===== src/hdl/pmcc_pkg.sv =====
/*
  Constants shared by the clock control block: register byte offsets,
  field positions, reset values and the processor clock state type.
  Assumes a 32-bit APB register bus with one register per aligned word.
*/
package pmcc_pkg;

  // ==========================================================================
  // Register byte offsets
  localparam logic [7:0] OFF_SCLK_EN   = 8'h00;
  localparam logic [7:0] OFF_SCLK_DIS  = 8'h04;
  localparam logic [7:0] OFF_SCLK_ST   = 8'h08;
  localparam logic [7:0] OFF_PCLK_EN   = 8'h10;
  localparam logic [7:0] OFF_PCLK_DIS  = 8'h14;
  localparam logic [7:0] OFF_PCLK_ST   = 8'h18;
  localparam logic [7:0] OFF_UPLL_CFG  = 8'h1C;
  localparam logic [7:0] OFF_SPLL_CFG  = 8'h28;
  localparam logic [7:0] OFF_MCLK_CFG  = 8'h30;
  localparam logic [7:0] OFF_FS_CFG    = 8'h38;
  localparam logic [7:0] OFF_STATUS    = 8'h68;
  localparam logic [7:0] OFF_IRQ_MASK  = 8'h6C;

  // ==========================================================================
  // System clock bits
  localparam int BIT_CPU_CLK  = 0;
  localparam int BIT_MEM_CLK  = 2;
  localparam int BIT_OHCI_CLK = 6;

  // Peripheral ids of the high-speed USB device and host.
  localparam int PID_USB_DEV  = 23;
  localparam int PID_USB_HOST = 22;

  // ==========================================================================
  // Field positions
  localparam int SPLL_RATIO_LSB  = 0;
  localparam int SPLL_SETTLE_LSB = 8;
  localparam int SPLL_MUL_LSB    = 16;
  localparam int UPLL_ON_BIT     = 16;
  localparam int UPLL_SETTLE_LSB = 20;
  localparam int MCLK_SRC_LSB    = 0;
  localparam int MCLK_SCALE_LSB  = 4;
  localparam int MCLK_RATIO_LSB  = 8;
  localparam int MCLK_HALVE_BIT  = 12;
  localparam int FS_SRC_BIT      = 0;
  localparam int FS_RATIO_LSB    = 8;
  localparam int ST_SPLL_BIT     = 1;
  localparam int ST_SWITCH_BIT   = 3;
  localparam int ST_UPLL_BIT     = 6;

  // ==========================================================================
  // Encodings, factors and reset values
  localparam logic [1:0] SRC_SLOW = 2'h0;
  localparam logic [1:0] SRC_BASE = 2'h1;
  localparam logic [1:0] SRC_SPLL = 2'h2;
  localparam logic [1:0] SRC_UPLL = 2'h3;
  localparam logic [2:0] SCALE_BY6 = 3'h7;
  localparam logic [5:0] UPLL_FACTOR = 6'h28;
  localparam logic [2:0] SLOW_PER_UPLL_STEP = 3'h7;
  localparam logic [1:0] OHCI_12M_DIV = 2'h3;
  localparam logic [31:0] SCLK_RST = 32'h0000_0001;
  localparam logic [31:0] MCLK_RST = 32'h0000_0001;
  localparam logic [31:0] FS_RST   = 32'h0000_0000;

  typedef enum logic [2:0] {
    CPU_RUN     = 3'b001,
    CPU_DRAIN   = 3'b010,
    CPU_STOPPED = 3'b100
  } pmcc_cpu_state_t;

endpackage


===== src/hdl/pmcc_top.sv =====
/*
  Clock control: system PLL and USB PLL control with settle counters,
  master clock select, prescale and processor-to-bus ratio, processor
  idle gating, USB and memory clock gating, all behind an APB slave.
  Assumes every clock source arrives as a one-cycle tick synchronous to
  ref_clk, and that the analog PLL macros take the ratio, multiplier and
  enable outputs and return their output as ticks.
*/
`timescale 1ns/100ps

module pmcc_top (
  input  wire logic        ref_clk,
  input  wire logic        rst_b,
  input  wire logic        psel,
  input  wire logic        penable,
  input  wire logic        pwrite,
  input  wire logic [7:0]  paddr,
  input  wire logic [31:0] pwdata,
  output logic             pready,
  output logic [31:0]      prdata,
  output logic             pslverr,
  input  wire logic        low_freq_tick,
  input  wire logic        base_osc_tick,
  input  wire logic        system_pll_tick,
  input  wire logic        usb_pll_tick,
  input  wire logic        instr_done,
  input  wire logic        wake_irq,
  output logic [7:0]       system_pll_input_ratio,
  output logic [10:0]      system_pll_multiplier,
  output logic             system_pll_enable,
  output logic             usb_pll_enable,
  output logic [5:0]       usb_pll_factor,
  output logic             system_pll_out,
  output logic             cpu_clock_tick,
  output logic             bus_clock,
  output logic             ddr_clock_tick,
  output logic             usb_dev_clock_tick,
  output logic             usb_host_clock_tick,
  output logic             ohci_48m_clock,
  output logic             ohci_12m_clock,
  output logic             clock_irq
);

  logic [31:0]     sclk_q;
  logic [31:0]     pclk_q;
  logic [31:0]     spll_q;
  logic [31:0]     upll_q;
  logic [31:0]     mclk_q;
  logic [31:0]     fs_q;
  logic [2:0]      irq_mask_q;
  logic [5:0]      spll_cnt_q;
  logic [3:0]      upll_cnt_q;
  logic [2:0]      slow8_q;
  logic            spll_settled_q;
  logic            upll_settled_q;
  logic            switch_done_q;
  logic            halve_q;
  logic [5:0]      pre_cnt_q;
  logic [1:0]      bus_cnt_q;
  logic [3:0]      fs_cnt_q;
  logic [1:0]      fs12_cnt_q;
  logic            cpu_on;
  pmcc_pkg::pmcc_cpu_state_t cpu_q;

  logic        wr;
  logic        rd;
  logic        hit;
  logic [7:0]  new_ratio;
  logic [10:0] new_mul;
  logic        spll_run;
  logic        spll_gated;
  logic        spll_used;
  logic        src_tick;
  logic [5:0]  pre_lim;
  logic        pre_tick;
  logic [1:0]  bus_lim;
  logic        bus_tick;
  logic        fs_src;
  logic        fs_tick;
  logic        upll_step;

  // ==========================================================================
  // APB slave: zero wait states, error on unmapped offsets.
  assign wr = psel & penable & pwrite;
  assign rd = psel & ~penable & ~pwrite;
  assign pready = 1'b1;
  assign pslverr = psel & penable & ~hit;

  always_comb begin
    case (paddr)
      pmcc_pkg::OFF_SCLK_EN,  pmcc_pkg::OFF_SCLK_DIS, pmcc_pkg::OFF_SCLK_ST,
      pmcc_pkg::OFF_PCLK_EN,  pmcc_pkg::OFF_PCLK_DIS, pmcc_pkg::OFF_PCLK_ST,
      pmcc_pkg::OFF_UPLL_CFG, pmcc_pkg::OFF_SPLL_CFG, pmcc_pkg::OFF_MCLK_CFG,
      pmcc_pkg::OFF_FS_CFG,   pmcc_pkg::OFF_STATUS,   pmcc_pkg::OFF_IRQ_MASK: hit = 1'b1;
      default: hit = 1'b0;
    endcase
  end

  // Read data is captured in the setup cycle so it comes from flip-flops.
  always_ff @(posedge ref_clk or negedge rst_b) begin
    if (!rst_b) begin
      prdata <= 32'h0000_0000;
    end else if (rd) begin
      case (paddr)
        pmcc_pkg::OFF_SCLK_ST:  prdata <= {sclk_q[31:1], cpu_on};
        pmcc_pkg::OFF_PCLK_ST:  prdata <= pclk_q;
        pmcc_pkg::OFF_UPLL_CFG: prdata <= upll_q;
        pmcc_pkg::OFF_SPLL_CFG: prdata <= spll_q;
        pmcc_pkg::OFF_MCLK_CFG: prdata <= mclk_q;
        pmcc_pkg::OFF_FS_CFG:   prdata <= fs_q;
        pmcc_pkg::OFF_IRQ_MASK: prdata <= {29'h0000_0000, irq_mask_q};
        pmcc_pkg::OFF_STATUS: begin
          prdata <= 32'h0000_0000;
          prdata[pmcc_pkg::ST_SPLL_BIT]   <= spll_settled_q;
          prdata[pmcc_pkg::ST_SWITCH_BIT] <= switch_done_q;
          prdata[pmcc_pkg::ST_UPLL_BIT]   <= upll_settled_q;
        end
        default: prdata <= 32'h0000_0000;
      endcase
    end
  end

  // ==========================================================================
  // Configuration registers.
  always_ff @(posedge ref_clk or negedge rst_b) begin
    if (!rst_b) begin
      sclk_q <= pmcc_pkg::SCLK_RST;
      pclk_q <= 32'h0000_0000;
    end else if (wr) begin
      case (paddr)
        pmcc_pkg::OFF_SCLK_EN:  sclk_q <= sclk_q | pwdata;
        pmcc_pkg::OFF_SCLK_DIS: sclk_q <= sclk_q & ~pwdata;
        pmcc_pkg::OFF_PCLK_EN:  pclk_q <= pclk_q | pwdata;
        pmcc_pkg::OFF_PCLK_DIS: pclk_q <= pclk_q & ~pwdata;
        default: sclk_q <= sclk_q;
      endcase
    end
  end

  always_ff @(posedge ref_clk or negedge rst_b) begin
    if (!rst_b) begin
      spll_q     <= 32'h0000_0000;
      upll_q     <= 32'h0000_0000;
      mclk_q     <= pmcc_pkg::MCLK_RST;
      fs_q       <= pmcc_pkg::FS_RST;
      irq_mask_q <= 3'h0;
    end else if (wr) begin
      case (paddr)
        pmcc_pkg::OFF_SPLL_CFG: spll_q <= pwdata;
        pmcc_pkg::OFF_UPLL_CFG: upll_q <= pwdata;
        pmcc_pkg::OFF_MCLK_CFG: mclk_q <= pwdata;
        pmcc_pkg::OFF_FS_CFG:   fs_q <= pwdata;
        pmcc_pkg::OFF_IRQ_MASK: irq_mask_q <= pwdata[2:0];
        default: irq_mask_q <= irq_mask_q;
      endcase
    end
  end

  // ==========================================================================
  // System PLL control and settle counter.
  assign system_pll_input_ratio = spll_q[pmcc_pkg::SPLL_RATIO_LSB +: 8];
  assign system_pll_multiplier  = spll_q[pmcc_pkg::SPLL_MUL_LSB +: 11];
  assign system_pll_enable      = (system_pll_multiplier != 11'h000);
  assign new_ratio = pwdata[pmcc_pkg::SPLL_RATIO_LSB +: 8];
  assign new_mul   = pwdata[pmcc_pkg::SPLL_MUL_LSB +: 11];
  assign spll_run  = system_pll_enable & (system_pll_input_ratio != 8'h00);

  // A write that enables the PLL or alters ratio or multiplier restarts
  // the count; a write that only touches the settle field does not.
  always_ff @(posedge ref_clk or negedge rst_b) begin
    if (!rst_b) begin
      spll_cnt_q     <= 6'h00;
      spll_settled_q <= 1'b0;
    end else if (wr && paddr == pmcc_pkg::OFF_SPLL_CFG && (new_mul == 11'h000)) begin
      spll_settled_q <= 1'b0;
    end else if (wr && paddr == pmcc_pkg::OFF_SPLL_CFG &&
                 (new_mul != system_pll_multiplier || new_ratio != system_pll_input_ratio)) begin
      spll_settled_q <= 1'b0;
      spll_cnt_q     <= pwdata[pmcc_pkg::SPLL_SETTLE_LSB +: 6];
    end else if (system_pll_enable && !spll_settled_q) begin
      if (spll_cnt_q == 6'h00) begin
        spll_settled_q <= 1'b1;
      end else if (low_freq_tick) begin
        spll_cnt_q <= spll_cnt_q - 6'h01;
      end
    end
  end

  // ==========================================================================
  // USB PLL control and settle counter on slow clock divided by 8.
  assign usb_pll_enable = upll_q[pmcc_pkg::UPLL_ON_BIT];
  assign usb_pll_factor = pmcc_pkg::UPLL_FACTOR;
  assign upll_step = low_freq_tick && (slow8_q == pmcc_pkg::SLOW_PER_UPLL_STEP);

  always_ff @(posedge ref_clk or negedge rst_b) begin
    if (!rst_b) begin
      slow8_q <= 3'h0;
    end else if (low_freq_tick) begin
      slow8_q <= slow8_q + 3'h1;
    end
  end

  always_ff @(posedge ref_clk or negedge rst_b) begin
    if (!rst_b) begin
      upll_cnt_q     <= 4'h0;
      upll_settled_q <= 1'b0;
    end else if (wr && paddr == pmcc_pkg::OFF_UPLL_CFG) begin
      upll_settled_q <= 1'b0;
      upll_cnt_q     <= pwdata[pmcc_pkg::UPLL_SETTLE_LSB +: 4];
    end else if (usb_pll_enable && !upll_settled_q) begin
      if (upll_cnt_q == 4'h0) begin
        upll_settled_q <= 1'b1;
      end else if (upll_step) begin
        upll_cnt_q <= upll_cnt_q - 4'h1;
      end
    end
  end

  // ==========================================================================
  // System PLL output gating and halving.
  assign spll_gated = system_pll_tick & spll_run;
  assign spll_used  = mclk_q[pmcc_pkg::MCLK_HALVE_BIT] ? (spll_gated & halve_q) : spll_gated;

  always_ff @(posedge ref_clk or negedge rst_b) begin
    if (!rst_b) begin
      halve_q        <= 1'b0;
      system_pll_out <= 1'b0;
    end else begin
      if (spll_gated) begin
        halve_q <= ~halve_q;
      end
      system_pll_out <= spll_used;
    end
  end

  // ==========================================================================
  // Master clock source select, prescaler and bus ratio divider.
  always_comb begin
    case (mclk_q[pmcc_pkg::MCLK_SRC_LSB +: 2])
      pmcc_pkg::SRC_SLOW: src_tick = low_freq_tick;
      pmcc_pkg::SRC_BASE: src_tick = base_osc_tick;
      pmcc_pkg::SRC_SPLL: src_tick = spll_used;
      pmcc_pkg::SRC_UPLL: src_tick = usb_pll_tick & usb_pll_enable;
      default:            src_tick = 1'b0;
    endcase
  end

  // The prescaler limit is the divide value minus one.
  always_comb begin
    if (mclk_q[pmcc_pkg::MCLK_SCALE_LSB +: 3] == pmcc_pkg::SCALE_BY6) begin
      pre_lim = 6'h05;
    end else begin
      pre_lim = 6'((7'h01 << mclk_q[pmcc_pkg::MCLK_SCALE_LSB +: 3]) - 7'h01);
    end
  end

  assign pre_tick = src_tick && (pre_cnt_q >= pre_lim);
  assign bus_lim  = mclk_q[pmcc_pkg::MCLK_RATIO_LSB +: 2];
  assign bus_tick = pre_tick && (bus_cnt_q >= bus_lim);

  always_ff @(posedge ref_clk or negedge rst_b) begin
    if (!rst_b) begin
      pre_cnt_q <= 6'h00;
    end else if (pre_tick) begin
      pre_cnt_q <= 6'h00;
    end else if (src_tick) begin
      pre_cnt_q <= pre_cnt_q + 6'h01;
    end
  end

  always_ff @(posedge ref_clk or negedge rst_b) begin
    if (!rst_b) begin
      bus_cnt_q <= 2'h0;
    end else if (bus_tick) begin
      bus_cnt_q <= 2'h0;
    end else if (pre_tick) begin
      bus_cnt_q <= bus_cnt_q + 2'h1;
    end
  end

  // Done is set by the first bus tick of the new setting; a tick in the
  // write cycle itself still belongs to the old setting, so the clear wins.
  always_ff @(posedge ref_clk or negedge rst_b) begin
    if (!rst_b) begin
      switch_done_q <= 1'b1;
    end else if (wr && paddr == pmcc_pkg::OFF_MCLK_CFG) begin
      switch_done_q <= 1'b0;
    end else if (bus_tick) begin
      switch_done_q <= 1'b1;
    end
  end

  // ==========================================================================
  // Processor clock idle gating. Bus clock keeps running for other masters.
  assign cpu_on = (cpu_q != pmcc_pkg::CPU_STOPPED);

  always_ff @(posedge ref_clk or negedge rst_b) begin
    if (!rst_b) begin
      cpu_q <= pmcc_pkg::CPU_RUN;
    end else begin
      case (cpu_q)
        pmcc_pkg::CPU_RUN: begin
          if (wr && paddr == pmcc_pkg::OFF_SCLK_DIS && pwdata[pmcc_pkg::BIT_CPU_CLK]) begin
            cpu_q <= pmcc_pkg::CPU_DRAIN;
          end
        end
        pmcc_pkg::CPU_DRAIN: begin
          if (wake_irq) begin
            cpu_q <= pmcc_pkg::CPU_RUN;
          end else if (instr_done) begin
            cpu_q <= pmcc_pkg::CPU_STOPPED;
          end
        end
        pmcc_pkg::CPU_STOPPED: begin
          if (wake_irq) begin
            cpu_q <= pmcc_pkg::CPU_RUN;
          end
        end
        default: cpu_q <= pmcc_pkg::CPU_RUN;
      endcase
    end
  end

  // ==========================================================================
  // Full-speed host clock source and divider.
  assign fs_src  = fs_q[pmcc_pkg::FS_SRC_BIT] ? (usb_pll_tick & usb_pll_enable) : spll_used;
  assign fs_tick = fs_src && (fs_cnt_q >= fs_q[pmcc_pkg::FS_RATIO_LSB +: 4]);

  always_ff @(posedge ref_clk or negedge rst_b) begin
    if (!rst_b) begin
      fs_cnt_q   <= 4'h0;
      fs12_cnt_q <= 2'h0;
    end else begin
      if (fs_tick) begin
        fs_cnt_q   <= 4'h0;
        fs12_cnt_q <= fs12_cnt_q + 2'h1;
      end else if (fs_src) begin
        fs_cnt_q <= fs_cnt_q + 4'h1;
      end
    end
  end

  // ==========================================================================
  // Clock outputs, gated except bus_clock, and interrupt.
  always_ff @(posedge ref_clk or negedge rst_b) begin
    if (!rst_b) begin
      cpu_clock_tick      <= 1'b0;
      bus_clock           <= 1'b0;
      ddr_clock_tick      <= 1'b0;
      usb_dev_clock_tick  <= 1'b0;
      usb_host_clock_tick <= 1'b0;
      ohci_48m_clock      <= 1'b0;
      ohci_12m_clock      <= 1'b0;
      clock_irq           <= 1'b0;
    end else begin
      cpu_clock_tick <= pre_tick & cpu_on;
      bus_clock      <= bus_tick;
      ddr_clock_tick <= pre_tick & sclk_q[pmcc_pkg::BIT_MEM_CLK] & (bus_lim != 2'h0);
      usb_dev_clock_tick  <= usb_pll_tick & usb_pll_enable & pclk_q[pmcc_pkg::PID_USB_DEV];
      usb_host_clock_tick <= usb_pll_tick & usb_pll_enable & pclk_q[pmcc_pkg::PID_USB_HOST];
      ohci_48m_clock <= fs_tick & sclk_q[pmcc_pkg::BIT_OHCI_CLK];
      ohci_12m_clock <= fs_tick & (fs12_cnt_q == pmcc_pkg::OHCI_12M_DIV) &
                        sclk_q[pmcc_pkg::BIT_OHCI_CLK];
      clock_irq <= (irq_mask_q[0] & spll_settled_q) | (irq_mask_q[1] & switch_done_q) |
                   (irq_mask_q[2] & upll_settled_q);
    end
  end

endmodule


===== config.mk =====
export PLATFORM = sky130hd
export DESIGN_NAME = pmcc_top
export DESIGN_NICKNAME = d
export VERILOG_FILES = /design/src/hdl/pmcc_pkg.sv /design/src/hdl/pmcc_top.sv
export SDC_FILE = /design/constraint.sdc
export NUM_CORES = 1
export LEC_CHECK = 0
export ABC_CLOCK_PERIOD_IN_PS = 2600
export BUFFER_PORTS_ARGS = -buffer_cell sky130_fd_sc_hd__buf_2
export CORE_MARGIN = 10
export CORE_UTILIZATION = 47
export CTS_BUF_LIST = sky130_fd_sc_hd__clkbuf_4 sky130_fd_sc_hd__clkbuf_8
export CTS_CLUSTER_DIAMETER = 40
export DETAILED_ROUTE_END_ITERATION = 8
export PLACE_DENSITY = 0.66
export REMOVE_ABC_BUFFERS = 1
export SLEW_MARGIN = 20
export SYNTH_ARGS = -nofsm -noshare
export SYNTH_HDL_FRONTEND = slang
export SYNTH_SLANG_ARGS = --single-unit

===== constraint.sdc =====
create_clock -name ref_clk -period 2.6 [get_ports ref_clk]
set_input_delay 0.52 -clock ref_clk [delete_from_list [all_inputs] [get_ports ref_clk]]
set_output_delay 0.52 -clock ref_clk [all_outputs]
set_load 0.05 [all_outputs]

==> impl_metrics.env, run 1 <==
export IMPL_status="complete, no violations"
export IMPL_fin_crit_ns=2.51
export IMPL_port_buffers=113
export IMPL_cts_tree="yes"
export IMPL_power_density_nw_per_um2=615
export IMPL_syn_to_final_growth_pct=18.0
export IMPL_avgRoutedWirePerCell_um=21.8
export IMPL_slew_viol_final=0
export IMPL_hold_viol_final=0
export IMPL_num_rows=59
export IMPL_syn_inst=1193
export IMPL_cp_top_family="simple AND/OR/NAND/NOR gates"
export IMPL_drive_above_1_share=0.292
export IMPL_worst_pin_slew_ns=1.04
export IMPL_clock_latency_ns=0.57
export IMPL_hp_class="in -> reg"
export IMPL_fmaxAchievable_mhz=399
export IMPL_avgViaCountPerCell=5.85
export IMPL_die_y_um=184
export IMPL_slew_headroom=0.304
export IMPL_cts_buffers=47
export IMPL_async_flop_share=1.00
export IMPL_synth_area_um2=12600
export IMPL_antenna_cells=0
export IMPL_drv_cap=0
export IMPL_min_path_cells=2
export IMPL_rsz0062_at_grt="no"
export IMPL_dr_first_iter_drc_count=1185
export IMPL_dieWidth_um=184
export IMPL_crit_slowest_cell="dfrtp_1"
export IMPL_overflow=0
export IMPL_synth_edf_count=0
export IMPL_dpl_hpwl_mm=24.1
export IMPL_worstRegToRegCells=6
export IMPL_crit_fanout=5
export IMPL_antenna_found_initial=2
export IMPL_worstPathRequired_ns=2.08
export IMPL_grt_usage=0.217
export IMPL_setup_tns_ns=0
export IMPL_utilization=0.567
export IMPL_grt_max_degree=73
export IMPL_dr_pass1_iters=7
export IMPL_synth_area_leader_cell="dfrtp_1"
export IMPL_path_depth=4
export IMPL_ir_drop_mv=0.288
export IMPL_io_pins=121
export IMPL_htreeDepth=2
export IMPL_drc_errors=0
export IMPL_clkSlewWorstSetupHoldPaths_ns=0.06
export IMPL_syn_area_per_cell_um2=10.6
export IMPL_cp_cell_sequence="nor4_2, nand3_1, buf_4, buf_2"
export IMPL_dieArea_um2=33800
export IMPL_globalplace_congestion=0.903
export IMPL_synth_top_area_frac=0.528
export IMPL_ys_types=63
export IMPL_endpoint_kind="output port"
export IMPL_crit_buf_inv=2
export IMPL_initial_utilization=0.481
export IMPL_vias=9897
export IMPL_grt_pass1_vias=10000
export IMPL_yosysSeqAreaShare=0.535
export IMPL_yosys_warnings=0
export IMPL_drt_total_wl_mm=36.9
export IMPL_antenna_left=0
export IMPL_clock_sinks=269
export IMPL_period_share=0.964
export IMPL_fin_nets=1395
export IMPL_synth_seq_cells=269
export IMPL_start_kind="register"
export IMPL_yosysMostFrequentCell="dfrtp_1"
export IMPL_p_leak_nw=7.38
export IMPL_grt_pass1_wl_mm=57.9
export IMPL_fin_skew_ns=0.0350
export IMPL_core_area_um2=26200
export IMPL_crit_type="reg -> out"
export IMPL_worstPathArrival_ns=1.99
export IMPL_setup_viol=0
export IMPL_synth_top_flop_cell="dfrtp_1"
export IMPL_synth_area_top_cells="dfrtp_1 (53%), mux2_2 (8.8%), nand2_1 (7.1%), a222oi_1 (2.6%), a22o_1 (2.3%)"
export IMPL_cts_root_buf="clkbuf_8"
export IMPL_max_stage_delay_ns=0.44
export IMPL_yosys_top_cells_count="dfrtp_1 (266), nand2_1 (239), mux2_2 (99)"
export IMPL_holdWs_ns=0.220
export IMPL_nFillCells=2289
export IMPL_cts_max_path_buffers=3
cell type report:
type / count / area, um2 / share of cell area
sequential: 269 / 6740 / 0.453
multi-input combinational: 794 / 5290 / 0.356
timing repair buffer: 193 / 1350 / 0.0911
clock buffer: 70 / 870 / 0.0585
tap: 335 / 419 / 0.0282
clock inverter: 12 / 124 / 0.00833
inverter: 19 / 71.3 / 0.00480
power by group:
| part | internal (mW) | total, mW | switching (mW) |
|---|---|---|---|
| Combinational | 0.236 | 0.689 | 0.453 |
| Clock | 2.34 | 4.08 | 1.74 |
| Sequential | 4.30 | 4.37 | 0.0719 |
logic make-up after synthesis:
group	count (synthesis)	share of synthesized area
AOI/OAI and AO/OA	252	0.141
and+or+nand+nor	380	0.137
other	2	0.000596
xor gates and xnor gates	26	0.0181
DFF	269	0.535
muxes	109	0.0975
buffers and inverters	135	0.0515
adders and majority gates	20	0.0199
stage by stage:
step | cell area [um2] | power [mW] | worst slack, ns | cells
finish | 14900 | 9.14 | 0.0936 | 1692
global route | 14900 | 9.48 | 0.0198 | 1692
CTS | 14900 | 9.21 | 0.0929 | 1692
detailed placement | 13800 | 5.13 | 0.0573 | 1609
global placement | 13800 | 5.11 | 0.0969 | 1609
floorplan | 12000 | 4.74 | -1.26 | 1082
metal layers:
layer,part of all wire,wire length [um],vias to the layer above,global-route usage
li1,-,-,4498,-
met1,0.45,16500,4929,0.300
met2,0.45,16700,404,0.335
met3,0.082,3020,62,0.0486
met4,0.018,672,4,0.0636
met5,0.00084,31,-,0
layout by cell type (no fill, tap or decap), types with 3 or more instances in the layout:
cell type   Yosys  layout
nand3_1        39      39
ha_1           20      20
nand4_1         6       6
buf_4          32      65
nor4_4          0       3
a31oi_1        24      24
clkbuf_4        0      15
xor2_1          5       5
nand2_1       239     239
o21ai_0        57      57
dfrtp_1       266     266
nor2_1         26      26
a22oi_1        33      33
o2bb2ai_1       4       4
mux2i_1         8       8
mux2_2         99      99
clkbuf_8        0      55
and2_1          7       6
clkinvlp_4      0       4
xnor2_1        21      21
a22o_1         33      33
clkinv_2        0       5
nand2b_1       14      14
a222oi_1       33      33
and3_1         11      11
inv_1          19      19
buf_2          18     112
buf_12          0      14
nor4_1          7       5
o21ai_1         8       8
dfstp_2         3       3
a21oi_1        37      37
conb_1          2       7
nor3_1          9       8
a221oi_2        3       3
worst paths after layout:
kind                                  from           endpoint  slack (ns)
min in group asynchronous            rst_b     cpu_clock_tick        0.53
worst min-delay path            pwdata[14]           register        0.22
worst min register to register  upll_q[30]         upll_q[30]        0.47
max in group asynchronous            rst_b          async pin        1.26
worst max-delay path            spll_q[18]  system_pll_enable        0.09
worst max register to register  spll_q[18]       bus_cnt_q[0]        0.21
repair_timing:
item	in CTS	in global routing
endpoints found under the setup margin	1	2
hold endpoints to repair	63	0
buffers inserted	0	0
hold buffers	1	0
resized for setup	1	2
pin swaps	0	0
cloned	0	0
(Power assumes the default switching activity.)
==> run 2: changes to the inputs <==
CORE_UTILIZATION = 62   (was 47)
PLACE_DENSITY = 0.83   (was 0.66)
==> impl_metrics.env, run 2 (synthesis gave the netlist of run 1 again) <==
export IMPL_status="complete, no violations"
export IMPL_clkSlewWorstSetupHoldPaths_ns=0.07
export IMPL_globalplace_congestion=0.945
export IMPL_setup_viol=0
export IMPL_power_mw=8.90
export IMPL_ir_drop_mv=0.437
export IMPL_power_density_nw_per_um2=607
export IMPL_cts_max_path_buffers=3
export IMPL_dieArea_um2=26400
export IMPL_slew_headroom=0.638
export IMPL_crit_type="reg -> reg"
export IMPL_holdWs_ns=0.241
export IMPL_grt_pass1_vias=10400
export IMPL_crit_fanout=8
export IMPL_htreeDepth=2
export IMPL_cts_buffers=44
export IMPL_io_pins=121
export IMPL_avgViaCountPerCell=6.31
export IMPL_crit_buf_inv=2
export IMPL_layout_commonest_cell="dfrtp_1"
export IMPL_cts_tree="yes"
export IMPL_dr_pass1_iters=8
export IMPL_cts_resized=0
export IMPL_start_kind="register"
export IMPL_drt_total_wl_mm=35.5
export IMPL_grt_max_degree=60
export IMPL_fin_nets=1388
export IMPL_drv_cap=0
export IMPL_slew_viol_final=0
export IMPL_dpl_hpwl_mm=23.1
export IMPL_fin_crit_ns=2.48
export IMPL_min_path_cells=2
export IMPL_die_y_um=163
export IMPL_drive_above_1_share=0.283
export IMPL_post_cts_buffers=0
export IMPL_hp_class="in -> reg"
export IMPL_num_rows=52
export IMPL_path_depth=8
export IMPL_endpoint_kind="register"
export IMPL_drc_errors=0
export IMPL_cp_top_family="compound AO/OA/AOI/OAI gates"
export IMPL_worst_pin_slew_ns=0.542
export IMPL_pre_cts_slack_ns=0.0897
export IMPL_fin_skew_ns=0.0287
export IMPL_dr_first_iter_drc_count=1159
export IMPL_fin_area_um2=14700
export IMPL_stdcell_count=1617
export IMPL_worstPathArrival_ns=2.93
export IMPL_setup_tns_ns=0
export IMPL_dieWidth_um=163
export IMPL_antenna_left=0
export IMPL_initial_utilization=0.627
export IMPL_fmaxAchievable_mhz=404
export IMPL_crit_top_cell="buf_4"
export IMPL_rsz0062_at_grt="no"
export IMPL_hold_viol_final=0
export IMPL_avgRoutedWirePerCell_um=22.0
export IMPL_core_area_um2=20100
export IMPL_crit_slowest_cell="dfrtp_1"
export IMPL_antenna_found_initial=2
export IMPL_place_area_um2=13700
export IMPL_clock_latency_ns=0.56
export IMPL_cts_root_buf="clkbuf_8"
export IMPL_grt_usage=0.266
export IMPL_worstRegToRegCells=8
export IMPL_placedCellCount=1540
export IMPL_clock_sinks=269
export IMPL_worstPathRequired_ns=3.05
export IMPL_utilization=0.729
export IMPL_syn_to_final_growth_pct=16.4
export IMPL_layout_common_cells="dfrtp_1 (266), nand2_1 (239), buf_2 (112), mux2_2 (99), buf_4 (62)"
export IMPL_max_stage_delay_ns=0.39
export IMPL_vias=10200
export IMPL_layout_setup_ws_ns=0.125
export IMPL_r2r_slack_ns=0.12
export IMPL_period_share=0.952
export IMPL_overflow=0
export IMPL_grt_pass1_wl_mm=56.5
export IMPL_p_leak_nw=7.32
export IMPL_port_buffers=113
export IMPL_cp_cell_sequence="buf_4, xnor2_1, nand4_1, nor3_1, buf_4, a21o_1, mux2i_1, a221oi_2"
-- run 2: final cells by class --
cell class | count | area (um2)
multi-input cells | 794 | 5280
diodes | 1 | 2.50
inverters | 19 | 71.3
flip-flops and latches | 269 | 6740
well taps | 270 | 338
repair buffers | 189 | 1310
fillers | 1303 | 5440
clock inverters | 8 | 72.6
clock buffers | 67 | 853
-- run 2: per-layer routing --
layer	part of all wire	global-route usage	up-vias
met5	0.00037	0	-
met4	0.029	0.0914	2
met1	0.39	0.342	5051
met2	0.47	0.427	570
li1	-	-	4475
met3	0.11	0.0723	98
-- run 2: repair_timing --
item | in CTS | in global routing
endpoints found under the setup margin | 0 | 0
hold buffers | 1 | 0
endpoints found under the hold margin | 52 | 0
-- run 2: path summary, 6_finish.rpt --
kind	start	to
min	low_freq_tick	slow8_q[0]
max in group asynchronous	rst_b	cpu_q[0]
max	spll_q[5]	spll_cnt_q[4]
min in group asynchronous	rst_b	pre_cnt_q[1]
min reg2reg	upll_q[5]	upll_q[5]
max reg2reg	spll_q[5]	spll_cnt_q[4]
-- run 2: report_power, final --
group	internal [mW]	switching, mW
Clock	2.18	1.66
Combinational	0.232	0.447
Sequential	4.30	0.0780
